===== src/rtl/csb_pkg.sv =====
// package for the processor sideband control block
// assumes one 20 MHz clock, pci and rtc rates given as one-cycle enables
package csb_pkg;
	// clock figures
	localparam int CLK_NS = 50;
	// hold after stop-clock release, in pci bus clocks
	localparam int STOP_HOLD_PCLKS = 5;
	localparam logic [2:0] STOP_HOLD_CNT = 3'(STOP_HOLD_PCLKS);
	// suspend pulse length, in rtc clock periods (three to four)
	localparam int SUS_RTC_MIN = 3;
	localparam logic [2:0] SUS_RTC_CNT = 3'(SUS_RTC_MIN + 1);
	// i/o ports
	localparam logic [15:0] PWR_CMD_PORT = 16'h00B2;
	localparam logic [15:0] RST_CTL_PORT = 16'h00C9;
	localparam int RST_HARD_BIT = 2;
	localparam int RST_SOFT_BIT = 1;

	// the four signals headed to the processor
	typedef struct packed {
		logic nmi;
		logic smi;
		logic irq;
		logic init;
	} csb_cpu_sig_s;

	// one i/o write seen on the bus
	typedef struct packed {
		logic        valid;
		logic [15:0] addr;
		logic [7:0]  data;
	} csb_io_wr_s;

	typedef enum logic [1:0] {
		CSB_RUN,
		CSB_SUS_PULSE,
		CSB_COLD
	} csb_rst_e;
endpackage


===== src/rtl/csb_sideband.sv =====
// processor sideband control: interrupt/init/reset outputs and hard reset
// assumes inputs synchronous to i_ref_clk; pci and rtc ticks are enables
`timescale 1ns/1ns
`default_nettype none
// What this block does
// RULE1: strap low: signals pass straight through
// RULE2: strap high: latch during stop-clock, hold five
// RULE3: strap high active low, low active high
// RULE4: smi may wait for stop-clock release
// RULE5: smi on monitor trap or command port
// RULE6: hard reset on C9h write bits 2,1
// RULE7: suspend planes low three to four rtc
// RULE8: power loss in pulse means cold boot
module csb_sideband (
	input  wire logic                  i_ref_clk,
	input  wire logic                  i_nrst,
	input  wire logic                  i_pci_tick,
	input  wire logic                  i_rtc_tick,
	input  wire logic                  i_cpu_type,
	input  wire logic                  i_stop_clock_request,
	input  wire csb_pkg::csb_cpu_sig_s i_cpu_sig,
	input  wire logic                  i_monitor_trap,
	input  wire csb_pkg::csb_io_wr_s   i_io_wr,
	input  wire logic                  i_power_good_in,
	output logic                       o_nmi,
	output logic                       o_system_mgmt_interrupt,
	output logic                       o_cpu_irq_request,
	output logic                       o_init,
	output logic                       o_cpu_hard_reset_out,
	output logic                       o_suspend_plane_a_n,
	output logic                       o_suspend_plane_c_n,
	output logic                       o_cold_boot
);
	import csb_pkg::*;

	csb_cpu_sig_s held_r, held_nxt;
	logic         stop_d_r, stop_d_nxt;
	logic         hold_r, hold_nxt;
	logic [2:0]   hold_cnt_r, hold_cnt_nxt;
	logic         trap_r, trap_nxt;
	csb_rst_e     st_r, st_nxt;
	logic [2:0]   sus_cnt_r, sus_cnt_nxt;
	logic         pg_lost_r, pg_lost_nxt;
	logic         strap_r, strap_nxt;
	csb_cpu_sig_s out_r, out_nxt;
	logic         rst_r, rst_nxt;
	logic         sus_r, sus_nxt;
	logic         cold_r, cold_nxt;
	logic         io_trap;
	logic         hard_req;
	csb_cpu_sig_s live;

	// polarity for an active-high level given the strap
	function automatic logic pol(input logic lvl, input logic strap);
		return strap ? ~lvl : lvl;
	endfunction

	// latch, hold and trap path
	always_comb begin
		// RULE5: trap smi sources
		io_trap = i_monitor_trap |
			(i_io_wr.valid && i_io_wr.addr == PWR_CMD_PORT);
		// RULE6: hard reset command decode
		hard_req = i_io_wr.valid && i_io_wr.addr == RST_CTL_PORT &&
			i_io_wr.data[RST_HARD_BIT] && i_io_wr.data[RST_SOFT_BIT];
		strap_nxt = strap_r;
		if (st_r == CSB_COLD)
			strap_nxt = i_cpu_type; // strap re-caught after reset release
		stop_d_nxt = i_stop_clock_request;
		held_nxt = held_r;
		hold_nxt = hold_r;
		hold_cnt_nxt = hold_cnt_r;
		// RULE2: capture on request assertion
		if (i_stop_clock_request && !stop_d_r) begin
			held_nxt = i_cpu_sig;
			hold_nxt = 1'b1;
			hold_cnt_nxt = STOP_HOLD_CNT;
		end else if (hold_r && !i_stop_clock_request && i_pci_tick) begin
			// count five pci clocks after the request is gone
			if (hold_cnt_r <= 3'h1)
				hold_nxt = 1'b0;
			hold_cnt_nxt = hold_cnt_r - 3'h1;
		end
		// RULE4: a trap during stop-clock waits for the release
		trap_nxt = trap_r;
		if (io_trap && (i_stop_clock_request || hold_r))
			trap_nxt = 1'b1;
		else if (!hold_r && !i_stop_clock_request)
			trap_nxt = 1'b0;
		// a trap met during the hold fires once, at release, not twice
		live = i_cpu_sig;
		live.smi = i_cpu_sig.smi |
			(io_trap & ~i_stop_clock_request & ~hold_r) |
			(trap_r & ~hold_r & ~i_stop_clock_request);
		out_nxt = live;
		// RULE1: strap low never latches
		// RULE2: strap high holds the captured values
		if (strap_r && (hold_r || (i_stop_clock_request && !stop_d_r)))
			out_nxt = (i_stop_clock_request && !stop_d_r) ? i_cpu_sig
				: held_r;
	end

	// hard reset sequencer
	always_comb begin
		st_nxt = st_r;
		sus_cnt_nxt = sus_cnt_r;
		pg_lost_nxt = pg_lost_r;
		rst_nxt = 1'b0;
		sus_nxt = 1'b1;
		cold_nxt = 1'b0;
		case (st_r)
			CSB_RUN: begin
				if (hard_req) begin
					// RULE7: planes drop at once
					st_nxt = CSB_SUS_PULSE;
					sus_cnt_nxt = SUS_RTC_CNT;
					pg_lost_nxt = 1'b0;
					sus_nxt = 1'b0;
					rst_nxt = 1'b1;
				end
			end
			CSB_SUS_PULSE: begin
				sus_nxt = 1'b0;
				rst_nxt = 1'b1;
				// RULE8: watch power good through the pulse
				if (!i_power_good_in)
					pg_lost_nxt = 1'b1;
				// first rtc tick may be partial: 4 ticks give 3..4 periods
				if (i_rtc_tick)
					sus_cnt_nxt = sus_cnt_r - 3'h1;
				if (i_rtc_tick && sus_cnt_r == 3'h1) begin
					sus_nxt = 1'b1;
					// RULE8: cold boot or normal reboot
					if (pg_lost_r || !i_power_good_in)
						st_nxt = CSB_COLD;
					else
						st_nxt = CSB_RUN;
					rst_nxt = pg_lost_r || !i_power_good_in;
					cold_nxt = rst_nxt;
				end
			end
			CSB_COLD: begin
				// held in reset until power returns, then full power-up
				rst_nxt = 1'b1;
				cold_nxt = 1'b1;
				if (i_power_good_in) begin
					st_nxt = CSB_RUN;
					rst_nxt = 1'b0;
					cold_nxt = 1'b0;
				end
			end
			default: st_nxt = CSB_RUN;
		endcase
	end

	// registers; the strap is caught in the first cycle after release
	always_ff @(posedge i_ref_clk) begin
		if (!i_nrst) begin
			held_r     <= '0;
			stop_d_r   <= 1'b0;
			hold_r     <= 1'b0;
			hold_cnt_r <= 3'h0;
			trap_r     <= 1'b0;
			st_r       <= CSB_COLD;
			sus_cnt_r  <= 3'h0;
			pg_lost_r  <= 1'b0;
			strap_r    <= 1'b0;
			out_r      <= '0;
			rst_r      <= 1'b1;
			sus_r      <= 1'b1;
			cold_r     <= 1'b1;
		end else begin
			held_r     <= held_nxt;
			stop_d_r   <= stop_d_nxt;
			hold_r     <= hold_nxt;
			hold_cnt_r <= hold_cnt_nxt;
			trap_r     <= trap_nxt;
			st_r       <= st_nxt;
			sus_cnt_r  <= sus_cnt_nxt;
			pg_lost_r  <= pg_lost_nxt;
			strap_r    <= strap_nxt;
			out_r      <= out_nxt;
			rst_r      <= rst_nxt;
			sus_r      <= sus_nxt;
			cold_r     <= cold_nxt;
		end
	end

	// output pins: init and hard reset polarity follows the strap, the rest are passed as they are
	always_ff @(posedge i_ref_clk) begin
		if (!i_nrst) begin
			o_nmi                   <= 1'b0;
			o_system_mgmt_interrupt <= 1'b0;
			o_cpu_irq_request       <= 1'b0;
			o_init                  <= 1'b0;
			o_cpu_hard_reset_out    <= 1'b0;
			o_suspend_plane_a_n     <= 1'b1;
			o_suspend_plane_c_n     <= 1'b1;
			o_cold_boot             <= 1'b0;
		end else begin
			o_nmi                   <= out_r.nmi;
			o_system_mgmt_interrupt <= out_r.smi;
			o_cpu_irq_request       <= out_r.irq;
			// RULE3: strap-driven polarity
			o_init                  <= pol(out_r.init, strap_r);
			o_cpu_hard_reset_out    <= pol(rst_r, strap_r);
			o_suspend_plane_a_n     <= sus_r;
			o_suspend_plane_c_n     <= sus_r;
			o_cold_boot             <= cold_r;
		end
	end

	// RULE7: a hard reset request drops both planes within two cycles
	a_sus_drop: assert property ( // RULE7
		@(posedge i_ref_clk) disable iff (!i_nrst)
		(st_r == CSB_RUN && hard_req) |->
		##2 (!o_suspend_plane_a_n && !o_suspend_plane_c_n));
	// RULE3: reset pin tracks the strap polarity
	a_rst_pol: assert property ( // RULE3
		@(posedge i_ref_clk) disable iff (!i_nrst)
		$stable(strap_r) |=> o_cpu_hard_reset_out ==
		($past(strap_r) ? ~$past(rst_r) : $past(rst_r)));
	// RULE1: strap low passes nmi in two cycles, stop-clock or not
	a_pass_thru: assert property ( // RULE1
		@(posedge i_ref_clk) disable iff (!i_nrst)
		!strap_r ##1 !strap_r |=>
		o_nmi == $past(i_cpu_sig.nmi, 2));
	// RULE2: strap high shows the captured irq while holding
	a_hold_irq: assert property ( // RULE2
		@(posedge i_ref_clk) disable iff (!i_nrst)
		(strap_r && hold_r && !(i_stop_clock_request && !stop_d_r)) |->
		##2 o_cpu_irq_request == $past(held_r.irq, 2));
	// RULE5: command port write raises smi when not throttled
	a_port_smi: assert property ( // RULE5
		@(posedge i_ref_clk) disable iff (!i_nrst)
		(i_io_wr.valid && i_io_wr.addr == PWR_CMD_PORT &&
		!i_stop_clock_request && !hold_r) |-> ##2 o_system_mgmt_interrupt);
	// RULE4: a deferred trap is never dropped while waiting
	a_trap_keep: assert property ( // RULE4
		@(posedge i_ref_clk) disable iff (!i_nrst)
		(trap_r && hold_r) |=> trap_r);
	// RULE4: a deferred trap fires smi once the hold is over
	a_trap_fire: assert property ( // RULE4
		@(posedge i_ref_clk) disable iff (!i_nrst)
		(trap_r && !hold_r && $past(hold_r) && !i_stop_clock_request) |->
		##2 o_system_mgmt_interrupt);
	// RULE6: the reset command starts the pulse
	a_hard_start: assert property ( // RULE6
		@(posedge i_ref_clk) disable iff (!i_nrst)
		(st_r == CSB_RUN && hard_req) |=> st_r == CSB_SUS_PULSE);
	// RULE8: power lost in the pulse ends in cold boot
	a_cold_path: assert property ( // RULE8
		@(posedge i_ref_clk) disable iff (!i_nrst)
		(st_r == CSB_SUS_PULSE && pg_lost_r && i_rtc_tick &&
		sus_cnt_r == 3'h1) |=> st_r == CSB_COLD);
endmodule
`default_nettype wire


===== config.mk =====
export PLATFORM = sky130hd
export DESIGN_NAME = csb_sideband
export DESIGN_NICKNAME = d
export VERILOG_FILES = /design/src/rtl/csb_pkg.sv /design/src/rtl/csb_sideband.sv
export SDC_FILE = /design/constraint.sdc
export NUM_CORES = 1
export LEC_CHECK = 0
export ABC_AREA = 1
export CORE_AREA = 2 2 54 56
export CTS_BUF_LIST = sky130_fd_sc_hd__clkbuf_4 sky130_fd_sc_hd__clkbuf_8
export CTS_CLUSTER_DIAMETER = 50
export DETAILED_ROUTE_END_ITERATION = 10
export DIE_AREA = 0 0 56 58
export DONT_BUFFER_PORTS = 1
export PLACE_DENSITY = 0.73
export SLEW_MARGIN = 40
export SYNTH_ARGS = -nofsm -noshare
export SYNTH_HDL_FRONTEND = slang
export SYNTH_SLANG_ARGS = --single-unit

===== constraint.sdc =====
create_clock -name i_ref_clk -period 3.45 [get_ports i_ref_clk]
set_input_delay 0.5175 -clock i_ref_clk [delete_from_list [all_inputs] [get_ports i_ref_clk]]
set_output_delay 0.5175 -clock i_ref_clk [all_outputs]
set_load 0.005 [all_outputs]

==> results_dict.tcl <==
set metrics [dict create \
    synth_nets 237 \
    power.density_nw_per_um2 454 \
    synth_top_area_share 0.418 \
    coreArea_um2 2660 \
    maxSlewViolCount 0 \
    status "finished, final reports clean" \
    start_util 0.557 \
    hold_viol_final 0 \
    relSlewSlack 0.718 \
    seq_area_frac_synth 0.418 \
    crit_path_start_kind "flop" \
    fin_area_um2 1560 \
    dp_hpwl_um 2040 \
    cts_setup_buffers 0 \
    dr.first_iter.drc_count 21 \
    tightest_slew_ns 0.423 \
    synth_cell_type_count 34 \
    drt.antenna.violating_nets 0 \
    grt_max_degree 22 \
    worstSetupPathType "flop to flop" \
    cp-end-kind "flop" \
    reg2reg_depth 8 \
    required_ns 3.69 \
    peakVddDrop_v 0.000337 \
    cts_resized 0 \
    cts.path.max_buffers 2 \
    grt_first_pass_wirelength_um 4620 \
    post-route-period-util 0.441 \
    ios 45 \
    cap_viol_max_count 0 \
    vias 1167 \
    dieArea_um2 3250 \
    rows 19 \
    grt_pass1_vias 1120 \
    grt.overflow.total 0 \
    groute.usage.overall 0.186 \
    tritoncts "built" \
    skew_ns 0.00578 \
    gp_congestion 0.753 \
    wire_per_inst_um 11.9 \
    ctsHoldBuffers 0 \
    portBuffers 0 \
    die_h_um 58 \
    avgViaCountPerCell 5.16 \
    critical_path.startpoint "st_r[1]" \
    rsz0062_at_grt "no" \
    synth_warnings 0 \
    syn_area_per_cell_um2 7.73 \
    clock-sinks 31 \
    fmax_mhz 657 \
    hold_path.class "input port to flop" \
    ys_ff_latch 31 \
    drt_wl_total_um 2700 \
    cts_buffers 5 \
    placed_area_um2 1500 \
    syn_to_final_growth_pct 5.14 \
    worstHoldStart "i_nrst" \
    holdPathStages 1 \
    nets 240 \
    syn-instance-count 192 \
    antenna_found_initial 0 \
    netlist_area_um2 1480 \
    netlist_top_cells_area "dfxtp_1 42%, nand2_1 9.6%, ha_1 6.7%" \
    arrival_ns 1.76 \
    rr_startpoint "st_r[1]" \
    final.setup.tns_ns 0 \
    cp_max_fo 7 \
    insertion_delay_ns 0.34 \
    layout-drive-gt1-share 0.144 \
    synth_top_area_cell "dfxtp_1" \
    power_leakage_nw 0.716 \
    drt-pass1-iter-count 4 \
    antenna_cells 0 \
    min_period_ns 1.52 \
    clkTransAtPathRegs_ns 0.09 \
    setup_viol 0 \
    clock-root-buffer "clkbuf_4" \
    die_x_um 56 \
    ctsHtreeMaxLevel 2 \
    post-route-drc-count 0 \
]
## routing by layer
layer  vias up  GRT usage  wire, um
met2        19      0.329      1330
met3         7     0.0558       140
met4         0      0.109        61
met5         -          0         0
li1        609          -         -
met1       532      0.195      1170
## cell usage in the layout (no fill, tap or decap), drive strengths merged
cell type	netlist	final
nor2	31	31
o21ai	12	12
a31oi	2	2
a21oi	9	9
nand3b	2	2
dfxtp	31	31
mux2i	1	1
nor3	5	5
nand4	1	1
or2	4	4
and3	1	1
nand3	10	10
ha	8	8
nand2	42	42
clkinv	0	1
o211ai	1	1
clkbuf	3	6
inv	25	25
xnor2	2	2
a211oi	1	1
## worst max-delay path, cell delays in order (launching register included)
cell and delay (ns):
dfxtp_1 0.40, inv_1 0.08, ha_1 0.30, inv_2 0.14, nor2_2 0.05, a21oi_1 0.20, nand2_1 0.08, nor2_1 0.11
o21ai_1 0.06
## area by class of cell
type | instances | area, um^2
fillers | 245 | 1100
well taps | 31 | 38.8
inverters | 25 | 93.8
flip-flops and latches | 31 | 621
multi-input cells | 132 | 751
clock buffers | 6 | 51.3
clock inverters | 1 | 5.00
## flip-flops by register name, indices dropped and copies added (netlist names), 2 cells and up
signal      flops
sus_cnt_r       3
st_r            2
held_r          4
hold_cnt_r      3
out_r           4
## final timing paths
| path | endpoint | slack, ns |
|---|---|---|
| hold / removal | cold_r | 0.25 |
| hold reg to reg | o_system_mgmt_interrupt | 0.42 |
| setup reg to reg | rst_r | 1.93 |
| setup / recovery | rst_r | 1.93 |
## through the flow
step | hold WS [ns] | worst slack [ns] | cells | util | total power [mW]
after detailed placement | 0.401 | 1.93 | 219 | 0.565 | 0.501
after floorplan | 0.390 | 2.13 | 192 | - | 0.486
after CTS | 0.235 | 1.92 | 226 | 0.586 | 0.717
after global placement | 0.396 | 2.00 | 219 | 0.565 | 0.495
after global routing | 0.237 | 1.81 | 226 | 0.586 | 0.743
final | 0.250 | 1.93 | 226 | 0.586 | 0.709
## synthesized netlist by cell type, drive strengths merged
cell type / instances
o21ai: 12
xnor2: 2
buf: 1
mux2i: 1
or2: 4
and3: 1
dfxtp: 31
ha: 8
nor2: 31
nand4: 1
inv: 25
nand3b: 2
o211ai: 1
nor3: 5
nand3: 10
a31oi: 2
a211oi: 1
a21oi: 9
clkbuf: 3
nand2: 42
## logic make-up after synthesis
logic type,after synthesis,synth area share
AOI/OAI and AO/OA,25,0.108
xor gates and xnor gates,2,0.0118
adders and majority gates,8,0.0675
buffers and inverters,29,0.0759
DFF,31,0.418
muxes,1,0.00675
and+or+nand+nor,96,0.312
## where the power goes
part	total (mW)	switching, mW	internal [mW]
sequential	0.398	0.0136	0.384
clock	0.217	0.123	0.0942
combinational	0.0939	0.0571	0.0368
total	0.709	0.194	0.515
(Power assumes the default switching activity.)
